### src/rtl/taimc_pkg.sv
// Shared constants and types of the touch converter control block.
// Assumes a classic Wishbone slave with byte addresses and 32-bit data.
package taimc_pkg;

  ////////////////////////////////////////////////////////////////////////////
  // Code width and sequencing counts
  localparam int CODE_W = 12;
  localparam logic [3:0] ACQ_CYCLES = 4'h3;
  localparam logic [3:0] MSB_IDX = 4'hb;
  localparam logic [11:0] DAC_FIRST = 12'h800;

  ////////////////////////////////////////////////////////////////////////////
  // Register byte offsets
  localparam logic [3:0] ADR_CTRL = 4'h0;
  localparam logic [3:0] ADR_STATUS = 4'h4;
  localparam logic [3:0] ADR_RESULT = 4'h8;
  localparam logic [3:0] ADR_CFG = 4'hc;

  // Command register fields
  localparam int CTRL_ADDR_LSB = 0;
  localparam int CTRL_MODE_BIT = 3;
  localparam int CTRL_PWR_BIT = 4;
  localparam int CTRL_START_BIT = 7;

  // Status register fields
  localparam int STAT_BUSY_BIT = 0;
  localparam int STAT_DONE_BIT = 1;
  localparam int STAT_REF_BIT = 2;
  localparam int STAT_VALID_BIT = 3;

  ////////////////////////////////////////////////////////////////////////////
  // Analog routing selections
  typedef enum logic [2:0] {
    POS_NONE, POS_XP, POS_YP, POS_YN, POS_VBAT, POS_AUX, POS_TEMP
  } taimc_pos_in_type;

  typedef enum logic [1:0] {NEG_GND, NEG_YN, NEG_XN} taimc_neg_in_type;
  typedef enum logic [1:0] {REFP_VREF, REFP_YP, REFP_XP} taimc_ref_pos_type;
  typedef enum logic [1:0] {REFN_GND, REFN_YN, REFN_XN} taimc_ref_neg_type;

  // Full front-end setting for one measurement
  typedef struct packed {
    taimc_pos_in_type posIn;
    taimc_neg_in_type negIn;
    taimc_ref_pos_type refPos;
    taimc_ref_neg_type refNeg;
    logic xpDrv;
    logic xnDrv;
    logic ypDrv;
    logic ynDrv;
    logic diodeOn;
    logic diodeHigh;
    logic batDivOn;
    logic measValid;
  } taimc_cfg_type;

  localparam taimc_cfg_type CFG_OFF = '{
    posIn: POS_NONE, negIn: NEG_GND, refPos: REFP_VREF, refNeg: REFN_GND,
    xpDrv: 1'b0, xnDrv: 1'b0, ypDrv: 1'b0, ynDrv: 1'b0,
    diodeOn: 1'b0, diodeHigh: 1'b0, batDivOn: 1'b0, measValid: 1'b0
  };

  typedef enum logic [2:0] {
    PH_IDLE, PH_SETUP, PH_ACQUIRE, PH_HOLD, PH_CONVERT
  } taimc_phase_type;

  // Whole state of the control block
  typedef struct packed {
    taimc_phase_type phase;
    logic [3:0] cnt;
    logic [3:0] bitIdx;
    logic [2:0] cmdAddr;
    logic cmdRefMode;
    logic cmdRefPwr;
    taimc_cfg_type cfg;
    logic holdOn;
    logic [11:0] dac;
    logic [11:0] result;
    logic done;
    logic ack;
    logic [31:0] rdata;
  } taimc_state_type;

endpackage

### src/rtl/taimc_mux_decode.sv
// Channel decoder: address and reference mode to front-end routing.
// Purely combinational; the caller registers the result.
`timescale 1ns/100ps
module taimc_mux_decode (
  // Command fields
  input wire logic [2:0] chanAddr,
  input wire logic refModeSel,
  // Decoded routing
  output taimc_pkg::taimc_cfg_type cfg
);

  ////////////////////////////////////////////////////////////////////////////
  // Decode table, single-ended then differential
  always_comb begin
    cfg = taimc_pkg::CFG_OFF;
    if (refModeSel) begin
      // Single-ended: reference from the pin, minus input on ground
      cfg.measValid = 1'b1;
      unique case (chanAddr)
        3'h0: begin
          cfg.posIn = taimc_pkg::POS_TEMP;
          cfg.diodeOn = 1'b1;
        end
        3'h1: begin
          cfg.posIn = taimc_pkg::POS_XP;
          cfg.ypDrv = 1'b1;
          cfg.ynDrv = 1'b1;
        end
        3'h2: begin
          cfg.posIn = taimc_pkg::POS_VBAT;
          cfg.batDivOn = 1'b1;
        end
        3'h3: begin
          cfg.posIn = taimc_pkg::POS_XP;
          cfg.xnDrv = 1'b1;
          cfg.ypDrv = 1'b1;
        end
        3'h4: begin
          cfg.posIn = taimc_pkg::POS_YN;
          cfg.xnDrv = 1'b1;
          cfg.ypDrv = 1'b1;
        end
        3'h5: begin
          cfg.posIn = taimc_pkg::POS_YP;
          cfg.xpDrv = 1'b1;
          cfg.xnDrv = 1'b1;
        end
        3'h6: begin
          cfg.posIn = taimc_pkg::POS_AUX;
        end
        3'h7: begin
          cfg.posIn = taimc_pkg::POS_TEMP;
          cfg.diodeOn = 1'b1;
          cfg.diodeHigh = 1'b1;
        end
      endcase
    end else begin
      // Differential: references tied to the driven plate nodes
      unique case (chanAddr)
        3'h1: begin
          cfg.measValid = 1'b1;
          cfg.posIn = taimc_pkg::POS_XP;
          cfg.negIn = taimc_pkg::NEG_YN;
          cfg.refPos = taimc_pkg::REFP_YP;
          cfg.refNeg = taimc_pkg::REFN_YN;
          cfg.ypDrv = 1'b1;
          cfg.ynDrv = 1'b1;
        end
        3'h3, 3'h4: begin
          cfg.measValid = 1'b1;
          cfg.posIn = (chanAddr == 3'h3) ? taimc_pkg::POS_XP : taimc_pkg::POS_YN;
          cfg.negIn = taimc_pkg::NEG_XN;
          cfg.refPos = taimc_pkg::REFP_YP;
          cfg.refNeg = taimc_pkg::REFN_XN;
          cfg.ypDrv = 1'b1;
          cfg.xnDrv = 1'b1;
        end
        3'h5: begin
          cfg.measValid = 1'b1;
          cfg.posIn = taimc_pkg::POS_YP;
          cfg.negIn = taimc_pkg::NEG_XN;
          cfg.refPos = taimc_pkg::REFP_XP;
          cfg.refNeg = taimc_pkg::REFN_XN;
          cfg.xpDrv = 1'b1;
          cfg.xnDrv = 1'b1;
        end
        // Non-panel codes have no ratiometric meaning: all off
        3'h0, 3'h2, 3'h6, 3'h7: begin
          cfg.measValid = 1'b0;
        end
      endcase
    end
  end

endmodule // taimc_mux_decode

### src/rtl/taimc_control.sv
// Control logic of a touch-screen SAR converter behind a Wishbone slave.
// Assumes a classic Wishbone master and an analog front end that follows
// the routing outputs and answers the SAR trial level on cmpHigh.
`timescale 1ns/100ps
module taimc_control (
  // Clock and reset
  input wire logic clk,
  input wire logic rst_n,
  // Wishbone slave
  input wire logic wbCyc,
  input wire logic wbStb,
  input wire logic wbWe,
  input wire logic [3:0] wbAdr,
  input wire logic [3:0] wbSel,
  input wire logic [31:0] wbDatW,
  output logic [31:0] wbDatR,
  output logic wbAck,
  // Analog front end
  output taimc_pkg::taimc_cfg_type muxCfg,
  output logic intRefOn,
  output logic sampleHold,
  output logic [11:0] dacCode,
  input wire logic cmpHigh
);

  taimc_pkg::taimc_state_type st;
  taimc_pkg::taimc_state_type nxt;
  taimc_pkg::taimc_cfg_type decCfg;
  logic busReq;
  logic busyNow;
  logic ctrlWr;
  logic doneClr;
  logic startReq;

  ////////////////////////////////////////////////////////////////////////////
  // Decoder on the stored command, stable once a command is taken
  taimc_mux_decode u_decode (
    .chanAddr(st.cmdAddr),
    .refModeSel(st.cmdRefMode),
    .cfg(decCfg)
  );

  ////////////////////////////////////////////////////////////////////////////
  // Bus qualifiers; ack is one cycle so a held request is taken once
  assign busReq = wbCyc && wbStb && !st.ack;
  assign busyNow = (st.phase != taimc_pkg::PH_IDLE);
  // Commands while busy are dropped so routing never changes mid-sample
  assign ctrlWr = busReq && wbWe && (wbAdr == taimc_pkg::ADR_CTRL) && wbSel[0] && !busyNow;
  assign doneClr = busReq && wbWe && (wbAdr == taimc_pkg::ADR_STATUS) && wbSel[0]
    && wbDatW[taimc_pkg::STAT_DONE_BIT];
  assign startReq = ctrlWr && wbDatW[taimc_pkg::CTRL_START_BIT];

  ////////////////////////////////////////////////////////////////////////////
  // Next-state logic: bus slave, command store and conversion sequence
  always_comb begin
    logic [11:0] trial;
    trial = st.dac;
    nxt = st;
    // Single-cycle ack; it falls in the cycle after it was given
    nxt.ack = busReq;
    if (busReq && !wbWe) begin
      unique case (wbAdr)
        taimc_pkg::ADR_CTRL: begin
          nxt.rdata = {24'h000000, 1'b0, 2'h0, st.cmdRefPwr, st.cmdRefMode, st.cmdAddr};
        end
        taimc_pkg::ADR_STATUS: begin
          nxt.rdata = {28'h0000000, st.cfg.measValid, st.cmdRefPwr, st.done, busyNow};
        end
        taimc_pkg::ADR_RESULT: begin
          nxt.rdata = {20'h00000, st.result};
        end
        taimc_pkg::ADR_CFG: begin
          nxt.rdata = {{(32 - $bits(taimc_pkg::taimc_cfg_type)){1'b0}}, st.cfg};
        end
        default: begin
          nxt.rdata = 32'h00000000;
        end
      endcase
    end
    // Command fields taken from the serial-equivalent command word
    if (ctrlWr) begin
      nxt.cmdAddr = wbDatW[taimc_pkg::CTRL_ADDR_LSB +: 3];
      nxt.cmdRefMode = wbDatW[taimc_pkg::CTRL_MODE_BIT];
      nxt.cmdRefPwr = wbDatW[taimc_pkg::CTRL_PWR_BIT];
    end
    // Clear first so a completion in the same cycle wins
    if (doneClr) begin
      nxt.done = 1'b0;
    end
    unique case (st.phase)
      taimc_pkg::PH_IDLE: begin
        if (startReq) begin
          nxt.phase = taimc_pkg::PH_SETUP;
        end
      end
      taimc_pkg::PH_SETUP: begin
        // Apply decoded routing and driver settings
        nxt.cfg = decCfg;
        nxt.cnt = 4'h0;
        nxt.phase = taimc_pkg::PH_ACQUIRE;
      end
      taimc_pkg::PH_ACQUIRE: begin
        nxt.cnt = 4'(st.cnt + 4'h1);
        if (st.cnt == 4'(taimc_pkg::ACQ_CYCLES - 4'h1)) begin
          // Diode bias and battery divider only live during acquisition
          nxt.cfg.diodeOn = 1'b0;
          nxt.cfg.batDivOn = 1'b0;
          nxt.holdOn = 1'b1;
          nxt.phase = taimc_pkg::PH_HOLD;
        end
      end
      taimc_pkg::PH_HOLD: begin
        // Sample is frozen on the array; start the search at mid-scale
        nxt.dac = taimc_pkg::DAC_FIRST;
        nxt.bitIdx = taimc_pkg::MSB_IDX;
        nxt.phase = taimc_pkg::PH_CONVERT;
      end
      taimc_pkg::PH_CONVERT: begin
        // One bit per cycle, MSB first, straight binary
        if (!cmpHigh) begin
          trial[st.bitIdx] = 1'b0;
        end
        if (st.bitIdx == 4'h0) begin
          nxt.result = trial;
          nxt.done = 1'b1;
          nxt.holdOn = 1'b0;
          nxt.cfg = taimc_pkg::CFG_OFF;
          nxt.phase = taimc_pkg::PH_IDLE;
        end else begin
          trial[4'(st.bitIdx - 4'h1)] = 1'b1;
          nxt.bitIdx = 4'(st.bitIdx - 4'h1);
        end
        nxt.dac = trial;
      end
    endcase
  end

  ////////////////////////////////////////////////////////////////////////////
  // State register; reference power resets off, matching the required
  // first host command, so a missed command cannot leave it burning power
  always_ff @(posedge clk or negedge rst_n) begin
    if (!rst_n) begin
      st <= '0;
    end else begin
      st <= nxt;
    end
  end

  ////////////////////////////////////////////////////////////////////////////
  // Outputs, all straight from the state register
  assign wbDatR = st.rdata;
  assign wbAck = st.ack;
  assign muxCfg = st.cfg;
  assign intRefOn = st.cmdRefPwr;
  assign sampleHold = st.holdOn;
  assign dacCode = st.dac;

  logic inAcq;
  assign inAcq = (st.phase == taimc_pkg::PH_ACQUIRE);
endmodule // taimc_control

### config.mk
export PLATFORM = sky130hd
export DESIGN_NAME = taimc_control
export DESIGN_NICKNAME = d
export VERILOG_FILES = /design/src/rtl/taimc_pkg.sv /design/src/rtl/taimc_mux_decode.sv /design/src/rtl/taimc_control.sv
export SDC_FILE = /design/constraint.sdc
export NUM_CORES = 1
export LEC_CHECK = 0
export BUFFER_PORTS_ARGS = -buffer_cell sky130_fd_sc_hd__buf_2
export CAP_MARGIN = 5
export CORE_MARGIN = 3
export CORE_UTILIZATION = 40
export CTS_CLUSTER_SIZE = 14
export DETAILED_ROUTE_END_ITERATION = 10
export PLACE_DENSITY = 0.69
export RECOVER_POWER = 50
export SLEW_MARGIN = 20
export SYNTH_ARGS = -nofsm -noshare
export SYNTH_HDL_FRONTEND = slang
export SYNTH_SLANG_ARGS = --single-unit
### constraint.sdc
create_clock -name clk -period 4.22 [get_ports clk]
set_clock_uncertainty 0.1 [all_clocks]
set_input_delay 0.422 -clock clk [delete_from_list [all_inputs] [get_ports clk]]
set_output_delay 0.422 -clock clk [all_outputs]
set_load 0.01 [all_outputs]
==> metrics, run 1 <==
result of the run finished, violations left; violated checks max-capacitance violations, max-slew violations; I/O pin cnt 110; final net count around 470; Critical Path, Cell by Cell clkbuf_1, clkbuf_2; CP required 4.56 ns; setup repair after global routing missed its margin false; number of distinct library cell variants in the gate-level netlist after synthesis 44; Clock H-tree levels 3; post_cts resized 0; Synth top cells by count dfrtp_1 (75), buf_4 (62), o21ai_0 (35); Fillers approximately 960; Antenna Cells 0; gate count after technology mapping 408; initial core utilization 41.6%; CP delay by family, top buffers and inverters; largest net degree at the start of global routing 53; post-synthesis register bit count 75; power density relative to cell area 535 nW/µm²; combined buffer and inverter count along the critical path 2; relative contribution of the clock network to total power 22.5%; CTS clock-pin slew for the worst setup and hold paths 0.07 ns; slowest stage delay, CP between 1.5 and 2 ns; Global Route Usage Sum 15.5%; number of failing hold endpoints at the final stage 0; worst IR drop on VDD 0.308 mV; count of flip-flops with a built-in enable after synthesis 0; area of the placeable core about 9900 µm²; Worst-Skew Late Latency ~0.35 ns; Max clock buf depth 2; biggest area contributors in the synthesized netlist dfrtp_1 (46%), buf_4 (11%), mux2_2 (4.4%); Int Pwr 1410 µW; final wirelength 8690 µm; MaxCap Viol Count 1; total net switching power 853 µW; Worst Setup End Kind async pin; fraction of post-synthesis cell area in the top cell type by area 45.7%; TritonCTS clock tree built; portion of the post-synthesis area used by sequential elements 45.7%; final cell utilization of the core between 40% and 50%; Min Clock Period, post-route 2.78 ns; Avg Inst Size Synth about 10 µm²; root buffer selected by CTS clkbuf_8; final sum of negative setup slack 0 ns; length of the first detailed-routing pass in iterations 4; arrival time of data at the critical path endpoint 3.12 ns; max-slew headroom at the worst pin -81.8%; hold buffers post-CTS 0; Leakage Power 0.00198 µW; average vias per placed instance 5.15; min-delay worst type in2reg; share of cells above drive strength 1 20.9%; Warnings, synthesis 0; CP max FO 52; number of sinks on the clock net 75; sort of element at the start of the critical path input port; synthesis-to-layout area growth 3.35%; final RePlAce weighted congestion slightly below 0.9; worst slack at placement 1.73 ns; Max stage delay cell, worst path clkbuf_1; via count 2830; Flop pwr share 46.5%; logic gate share of total power 31.0%; DRC marker count from the first detailed-route iteration about 140; full die area 11500 µm²; Yosys top cell by area dfrtp_1; TritonCTS Buffers 9; flip-flop cell with the highest count after synthesis dfrtp_1; share of synthesized flip-flops with an asynchronous set or reset 100%; setup violators final 0; wire length of the first global-routing pass 14000 µm; Die Width about 110 µm; number of antenna-violating nets in the routed design 0; pins over their slew limit 53; DRC violation count after routing 0; total standard cell area after synthesis slightly above 4000 µm²; Wirelength per Cell 15.8 µm; Switching Fraction 37.6%; vias in the first global route 2746; Cell Rows 36; half-perimeter wire length after detailed placement 6340 µm; top achievable clock speed 359 MHz; count of buffers from port buffering 65; GRT overflow 0; Slew @ Worst Pin 2.73 ns; post-CTS setup-driven buffer insertion count 0; crit path kind in2async; height of the die 107 µm; post-route worst setup slack 1.44 ns; number of antenna violations at the first check in global routing 0; most frequently used cell type in the post-synthesis netlist dfrtp_1; final worst-path cycle share 65.9%
[final timing paths]
kind | depth (start not counted) | slack (ns) | startpoint | to
max in group clk | 4 | 1.71 | st[91] | muxCfg[3]
min | 2 | 0.20 | wbDatW[0] | st[78]
max reg2reg | 4 | 1.71 | st[91] | muxCfg[3]
min reg2reg | 1 | 0.38 | st[88] | st[88]
max | 2 | 1.44 | rst_n | st[91]
min in group asynchronous | 1 | 0.81 | rst_n | wbDatR[8]
[registers in the layout, indices dropped and copies added, names as in the netlist]
register	cells
wbAck	1
wbDatR	17
muxCfg	15
intRefOn	1
st	28
dacCode	12
sampleHold	1
[per-stage QoR]
stage               hold slack [ns]  instance area (µm²)  power [µW]  instances
CTS                          0.0119                 4280        2290        550
detailed placement            0.368                 4100        1780        534
global route                  0.204                 4240        2420        550
floorplan                    0.0264                 4160        1630        422
global placement              0.356                 4090        1750        534
finish                        0.200                 4240        2270        550
[layer usage]
| metal | share of wire, % | global-route usage (%) | vias to the layer above |
|---|---|---|---|
| li1 | - | - | 1374 |
| met1 | 46 | 21.4 | 1345 |
| met2 | 46 | 24.1 | 98 |
| met3 | 6.5 | 2.58 | 13 |
| met4 | 1.3 | 6.39 | 0 |
| met5 | 0 | 0 | - |
[power groups by stage]
stage          logic, µW  clock network [µW]  registers [µW]
6_report             702                 510            1050
2_1_floorplan        649                   0             982
3_5_place_dp         712                   0            1070
5_1_grt              793                 549            1080
3_3_place_gp         688                   0            1060
4_1_cts              717                 518            1050
[area by class of cell]
class / instances / area (µm²) / share of cell area, %
Multi-Input combinational cell: 249 / 1670 / 39.4
Inverter: 9 / 33.8 / 0.797
Timing Repair Buffer: 68 / 315 / 7.44
Sequential cell: 75 / 1880 / 44.3
Clock buffer: 11 / 141 / 3.33
Clock inverter: 5 / 37.5 / 0.885
Tap cell: 133 / 166 / 3.92
[cells by family after synthesis]
kind of cell,after synthesis,synth area share [%]
and+or+nand+nor,100,12.5
AOI/OAI and AO/OA,97,15.7
adders and majority gates,7,2.13
muxes,29,8.78
DFF,75,45.7
other,1,0.0914
xor gates and xnor gates,1,0.214
buffers and inverters,98,14.9
[layout by cell type (no fill, tap or decap), drive strengths merged, types with 3 or more instances in the layout]
cell	count
dfrtp	75
buf	43
clkbuf	36
o21ai	35
nand2	31
nand3	21
mux2	16
conb	15
o31ai	13
a21oi	13
nor2	12
a22o	12
inv	10
mux2i	9
nand2b	9
a32o	7
ha	7
a21o	5
nor2b	5
nor3	4
a31oi	4
mux4	4
or2	3
[worst reg2reg max path: stages, from the launching register on]
cell      delay [ns]
dfrtp_1         0.52
or3b_1          0.60
a21oi_2         0.56
o21bai_1        0.26
mux2_2          0.37
Note: power is estimated with default switching activity, not from simulation.
==> run 2, diff against run 1 <==
==> constraint.sdc (replaced) <==
create_clock -name clk -period 2.7 [get_ports clk]
set_clock_uncertainty 0.1 [all_clocks]
set_input_delay 0.27 -clock clk [delete_from_list [all_inputs] [get_ports clk]]
set_output_delay 0.27 -clock clk [all_outputs]
set_load 0.01 [all_outputs]
==> metrics, run 2 (synthesized netlist as in run 1, its figures left out) <==
half-perimeter wire length after detailed placement 6290 µm; DRC marker count from the first detailed-route iteration around 210; final net count approximately 470; Global Route Usage Sum 15.2%; number of antenna violations at the first check in global routing 0; Top Usage Layer GRT met2; count of buffers from port buffering 65; violated checks max-capacitance violations, max-slew violations; worst IR drop on VDD between 0.2 and 0.3 mV; crit path kind reg2reg; CP required 2.88 ns; met2 Track Usage GR 22.8%; final worst-path cycle share roughly 82%; TritonCTS Buffers 9; most common library cell in the layout ignoring fill and taps dfrtp_1; Clock H-tree levels 3; largest net degree at the start of global routing 51; logic gate share of total power 30.9%; result of the run finished, violations left; Int Pwr between 2000 and 2500 µW; GRT overflow 0; pins over their slew limit 26; number of flip-flops in the largest register 28; average vias per placed instance 5.23; I/O pin cnt 110; sort of element at the start of the critical path register; Flop pwr share 47.1%; register bank with the most flops st; relative contribution of the clock network to total power 22.0%; Slew @ Worst Pin 1.54 ns; Max clock buf depth 2; synthesis-to-layout area growth 3.54%; TritonCTS clock tree built; final RePlAce weighted congestion 0.862; min-delay worst type in2reg; DRC violation count after routing 0; Cell Rows 36; number of antenna-violating nets in the routed design 0; Final Instance Count excl. Fillers 554; Inst Count DP 537; MaxCap Viol Count 1; share of cells above drive strength 1 roughly 15%; vias in the first global route ~2.7k; top achievable clock speed 454 MHz; setup repair after global routing missed its margin false; full die area 11500 µm²; worst slack at placement 0.548 ns; Min Clock Period, post-route roughly 2.2 ns; arrival time of data at the critical path endpoint 2.39 ns; Switching Fraction 37.4%; Worst-Skew Late Latency 0.35 ns; Wirelength per Cell 15.4 µm; height of the die 107 µm; Die Width 107 µm; final wirelength between 8000 and 9000 µm; number of sinks on the clock net 75; wire length of the first global-routing pass 13700 µm; worst hold path depth 2; CP max FO 14; final sum of negative setup slack 0 ns; R2R cell count 6; Leakage Power 0.00191 µW; CTS clock-pin slew for the worst setup and hold paths 0.08 ns; root buffer selected by CTS clkbuf_8; leading cell types in the layout, fill and taps excluded dfrtp_1 (75), clkbuf_1 (52), o21ai_0 (35); setup violators final 0; Fin Hold WS 0.0524 ns; area of the placeable core about 9900 µm²; met3 layer usage reported by global route about 3.5%; Fillers 960; global-route met1 utilization 21.2%; initial core utilization 41.6%; Worst Setup End Kind register; post-route worst setup slack around 0.50 ns; via count around 2.9k; Antenna Cells 0; max-slew headroom at the worst pin -2.48%; total net switching power 1310 µW; number of failing hold endpoints at the final stage 0; length of the first detailed-routing pass in iterations 5; power density relative to cell area approximately 820 nW/µm²
[run 2: worst max-delay path, cell delays in order (launching register included)]
cell,delay [ns]
dfrtp_1,0.44
inv_1,0.16
ha_1,0.47
o21ai_0,0.16
mux2_2,0.28
o22ai_1,0.31
a32o_1,0.22
[run 2: power groups by stage]
stage,Sequential (µW),Clock (µW),Combinational (µW)
after floorplan,1530,0,1010
after global placement,1650,0,1090
after detailed placement,1660,0,1120
after CTS,1640,782,1130
after global routing,1690,842,1230
final,1650,769,1080
[run 2: stage by stage]
stage	area (µm²)	power (µW)	utilization [%]
CTS	4310	3550	43.7
finish	4250	3500	43.1
global route	4250	3760	43.1
detailed placement	4130	2790	41.9
floorplan	4160	2550	-
global placement	4130	2740	41.9
[run 2: path summary, 6_finish.rpt]
path / startpoint / end / slack (ns)
min reg2reg: wbDatR[6] / wbDatR[6] / 0.39
max reg2reg: st[81] / dacCode[4] / 0.50
min in group asynchronous: rst_n / wbDatR[9] / 0.73
max: st[81] / dacCode[4] / 0.50
min: wbDatW[2] / st[80] / 0.05
max in group asynchronous: rst_n / st[89] / 0.83
[run 2: final cells by class]
type / instances / area (µm²) / area share [%]
repair buffers: 72 / 330 / 7.78
clock inverters: 4 / 26.3 / 0.619
clock buffers: 12 / 145 / 3.42
flip-flops and latches: 75 / 1880 / 44.2
well taps: 133 / 166 / 3.92
multi-input cells: 249 / 1670 / 39.3
inverters: 9 / 33.8 / 0.795
[run 2: repair_timing]
action / CTS / global route
setup buffers: 0 / 0
hold buffers: 1 / 0
gates resized for setup: 0 / 0
endpoints found under the hold margin: 25 / 0
[run 2: metal layers]
layer  wire length (µm)  up-vias
met5                  0        -
met4                149        0
met3                668       12
met2               3850       94
met1               3870     1414
li1                   -     1375
==> run 3, diff against run 2 <==
--- a/config.mk
+++ b/config.mk
@@ -5,13 +5,14 @@
 export SDC_FILE = /design/constraint.sdc
 export NUM_CORES = 1
 export LEC_CHECK = 0
+export ABC_AREA = 1
 export BUFFER_PORTS_ARGS = -buffer_cell sky130_fd_sc_hd__buf_2
 export CAP_MARGIN = 5
 export CORE_MARGIN = 3
 export CORE_UTILIZATION = 40
 export CTS_CLUSTER_SIZE = 14
 export DETAILED_ROUTE_END_ITERATION = 10
-export PLACE_DENSITY = 0.69
+export PLACE_DENSITY = 0.7
 export RECOVER_POWER = 50
 export SLEW_MARGIN = 20
 export SYNTH_ARGS = -nofsm -noshare
==> constraint.sdc (replaced) <==
create_clock -name clk -period 2.3 [get_ports clk]
set_clock_uncertainty 0.1 [all_clocks]
set_input_delay 0.23 -clock clk [delete_from_list [all_inputs] [get_ports clk]]
set_output_delay 0.23 -clock clk [all_outputs]
set_load 0.01 [all_outputs]
==> metrics, run 3 <==
final wirelength 9400 µm; via count 3270; area of the placeable core 9860 µm²; number of sinks on the clock net 75; share of synthesized flip-flops with an asynchronous set or reset 100%; average vias per placed instance 4.75; Switching Fraction 39.3%; number of antenna violations at the first check in global routing 0; DRC marker count from the first detailed-route iteration 145; Clock H-tree levels 3; crit path kind reg2reg; Global Route Usage Sum between 10% and 20%; Worst Setup End Kind register; share of cells above drive strength 1 roughly 14%; Max Used Layer met4; most common library cell in the layout ignoring fill and taps nand2_1; portion of the post-synthesis area used by sequential elements 45.9%; Leakage Power 0.00234 µW; Yosys top cell by area dfrtp_1; number of distinct library cell variants in the gate-level netlist after synthesis 28; count of flip-flops with a built-in enable after synthesis 0; max-slew headroom at the worst pin between 30% and 40%; final RePlAce weighted congestion 0.917; Routed met3 length 576 µm; setup violators final 0; root buffer selected by CTS clkbuf_8; synthesis-to-layout area growth 7.10%; Worst-Skew Late Latency 0.35 ns; half-perimeter wire length after detailed placement 7060 µm; flop2flop setup slack slightly above 0.4 ns; worst hold path depth 3; final sum of negative setup slack 0 ns; power density relative to cell area 1030 nW/µm²; R2R cell count 8; Wirelength per Cell 13.7 µm; relative contribution of the clock network to total power 25.4%; sort of element at the start of the critical path register; final net count 603; Avg Inst Size Synth 7.83 µm²; Synth top cells by count nand2_1 (159), dfrtp_1 (75), buf_4 (61); TritonCTS clock tree built; largest net degree at the start of global routing 76; Cell Rows 36; leading cell types in the layout, fill and taps excluded nand2_1 (160), dfrtp_1 (75), inv_1 (48); top achievable clock speed 529 MHz; Critical Path, Cell by Cell inv_1, ha_1, nand2_1, inv_1, nand2_4, nand2_2, nand2_1, o21ai_1; final worst-path cycle share 82.2%; final cell utilization of the core between 40 and 50%; flip-flop cell with the highest count after synthesis dfrtp_1; worst IR drop on VDD ~0.36 mV; launch instance of the worst min-delay path wbDatW[4]; Worst R2R End muxCfg[10]; fraction of post-synthesis cell area in the top cell type by area between 40% and 50%; result of the run finished, final reports clean; DRC violation count after routing 0; wire length on met2 4220 µm; wire length of the first global-routing pass 15700 µm; initial core utilization 41.5%; height of the die 107 µm; Int Pwr 2740 µW; TritonCTS Buffers 9; Die Width between 100 and 150 µm; Warnings, synthesis 0; MaxCap Viol Count 0; Max stage delay cell, worst path dfrtp_1; number of antenna-violating nets in the routed design 0; min-delay worst type in2reg; biggest area contributors in the synthesized netlist dfrtp_1 (46%), nand2_1 (15%), buf_4 (11%); register bank with the most flops st; number of failing hold endpoints at the final stage 0; post-CTS setup-driven buffer insertion count 0; Metal-1 WL 4410 µm; slowest stage delay, CP 0.44 ns; Min Clock Period, post-route 1.89 ns; Slew @ Worst Pin 1.01 ns; GRT overflow 0; worst reg2reg startpoint st[81]; Fillers 1028; logic gate share of total power 33.0%; total net switching power 1770 µW; I/O pin cnt between 100 and 150; pins over their slew limit 0; vias in the first global route 3237; CP max FO 12; number of flip-flops in the largest register 28; count of buffers from port buffering between 60 and 70; Max clock buf depth 2; Flop pwr share a little over two fifths; full die area between 10000 and 15000 µm²; CTS clock-pin slew for the worst setup and hold paths 0.08 ns; length of the first detailed-routing pass in iterations 4; CP required 2.48 ns; post-synthesis register bit count 75; worst hold path endpoint intRefOn; arrival time of data at the critical path endpoint 2.07 ns; setup repair after global routing missed its margin false; Antenna Cells 0; most frequently used cell type in the post-synthesis netlist nand2_1; total standard cell area after synthesis 4090 µm²; gate count after technology mapping 522
## run 3: changes by cell type after synthesis, moves of 12 or more
| cell | previous run | this run |
|---|---|---|
| nor2_1 | 12 | 28 |
| inv_1 | 9 | 48 |
| mux2_2 | 16 | 0 |
| a22o_1 | 12 | 0 |
| nand2_1 | 31 | 159 |
| o21ai_1 | 0 | 12 |
| clkbuf_1 | 20 | 0 |
## run 3: layer usage
layer | vias to the layer above | track usage (%)
met5 | - | 0
met4 | 0 | 6.76
met3 | 17 | 3.25
met2 | 116 | 27.2
met1 | 1491 | 23.2
li1 | 1646 | -
## run 3: worst max path at each step
stage / startpoint / end / slack [ns] / cells after the start
floorplan: st[81] / dacCode[5] / 0.77 / 10
global placement: st[81] / muxCfg[10] / 0.51 / 8
detailed placement: st[81] / muxCfg[10] / 0.45 / 8
CTS: st[81] / muxCfg[10] / 0.43 / 8
global route: st[81] / muxCfg[10] / 0.26 / 8
finish: st[81] / muxCfg[10] / 0.41 / 8
## run 3: worst max-delay path: cells and delay by family, from the launching register on
| kind | cells | cell delay [ns] |
|---|---|---|
| buf+inv | 2 | 0.33 |
| flops | 1 | 0.44 |
| compound gates | 1 | 0.15 |
| fa+ha+maj | 1 | 0.21 |
| simple gates | 4 | 0.59 |
## run 3: cell families (layout without fill, tap and decap cells)
kind of cell,count (synthesis),after routing,share of synthesized area (%)
XOR/XNOR,1,1,0.214
AND/OR/NAND/NOR,233,233,23.5
flip-flops,75,75,45.9
AO/OA/AOI/OAI,84,84,11.0
buffers and inverters,121,140,17.1
other,1,15,0.0917
adder cells (fa/ha/maj),7,7,2.14
## run 3: timing repair
| item | 4_1_cts | 5_1_grt |
|---|---|---|
| hold endpoints to repair | 75 | 0 |
| hold buffers | 1 | 0 |
| resized for setup | 0 | 0 |
## run 3: power by group through the flow
stage / clock (µW) / combinational [µW] / sequential (µW)
2_1_floorplan: 0 / 1290 / 1830
3_3_place_gp: 0 / 1480 / 1890
3_5_place_dp: 0 / 1510 / 1900
4_1_cts: 1170 / 1520 / 1870
5_1_grt: 1220 / 1710 / 1920
6_report: 1140 / 1490 / 1880
## run 3: through the flow
step / power, µW / instances / area [µm²] / hold slack [ns] / setup slack [ns]
final: 4510 / 688 / 4380 / 0.0105 / 0.409
after CTS: 4570 / 688 / 4420 / 0.000157 / 0.427
after global routing: 4860 / 688 / 4380 / 0.00421 / 0.262
after global placement: 3370 / 671 / 4190 / 0.194 / 0.505
after detailed placement: 3410 / 671 / 4190 / 0.198 / 0.450
after floorplan: 3120 / 536 / 4140 / -0.166 / 0.771
## run 3: final cells by class
| cell class | count | area (µm²) | area share [%] |
|---|---|---|---|
| repair buffers | 72 | 353 | 8.06 |
| flip-flops and latches | 75 | 1880 | 42.9 |
| clock buffers | 9 | 124 | 2.83 |
| well taps | 133 | 166 | 3.80 |
| multi-input cells | 340 | 1560 | 35.7 |
| clock inverters | 7 | 101 | 2.31 |
| inverters | 52 | 195 | 4.46 |
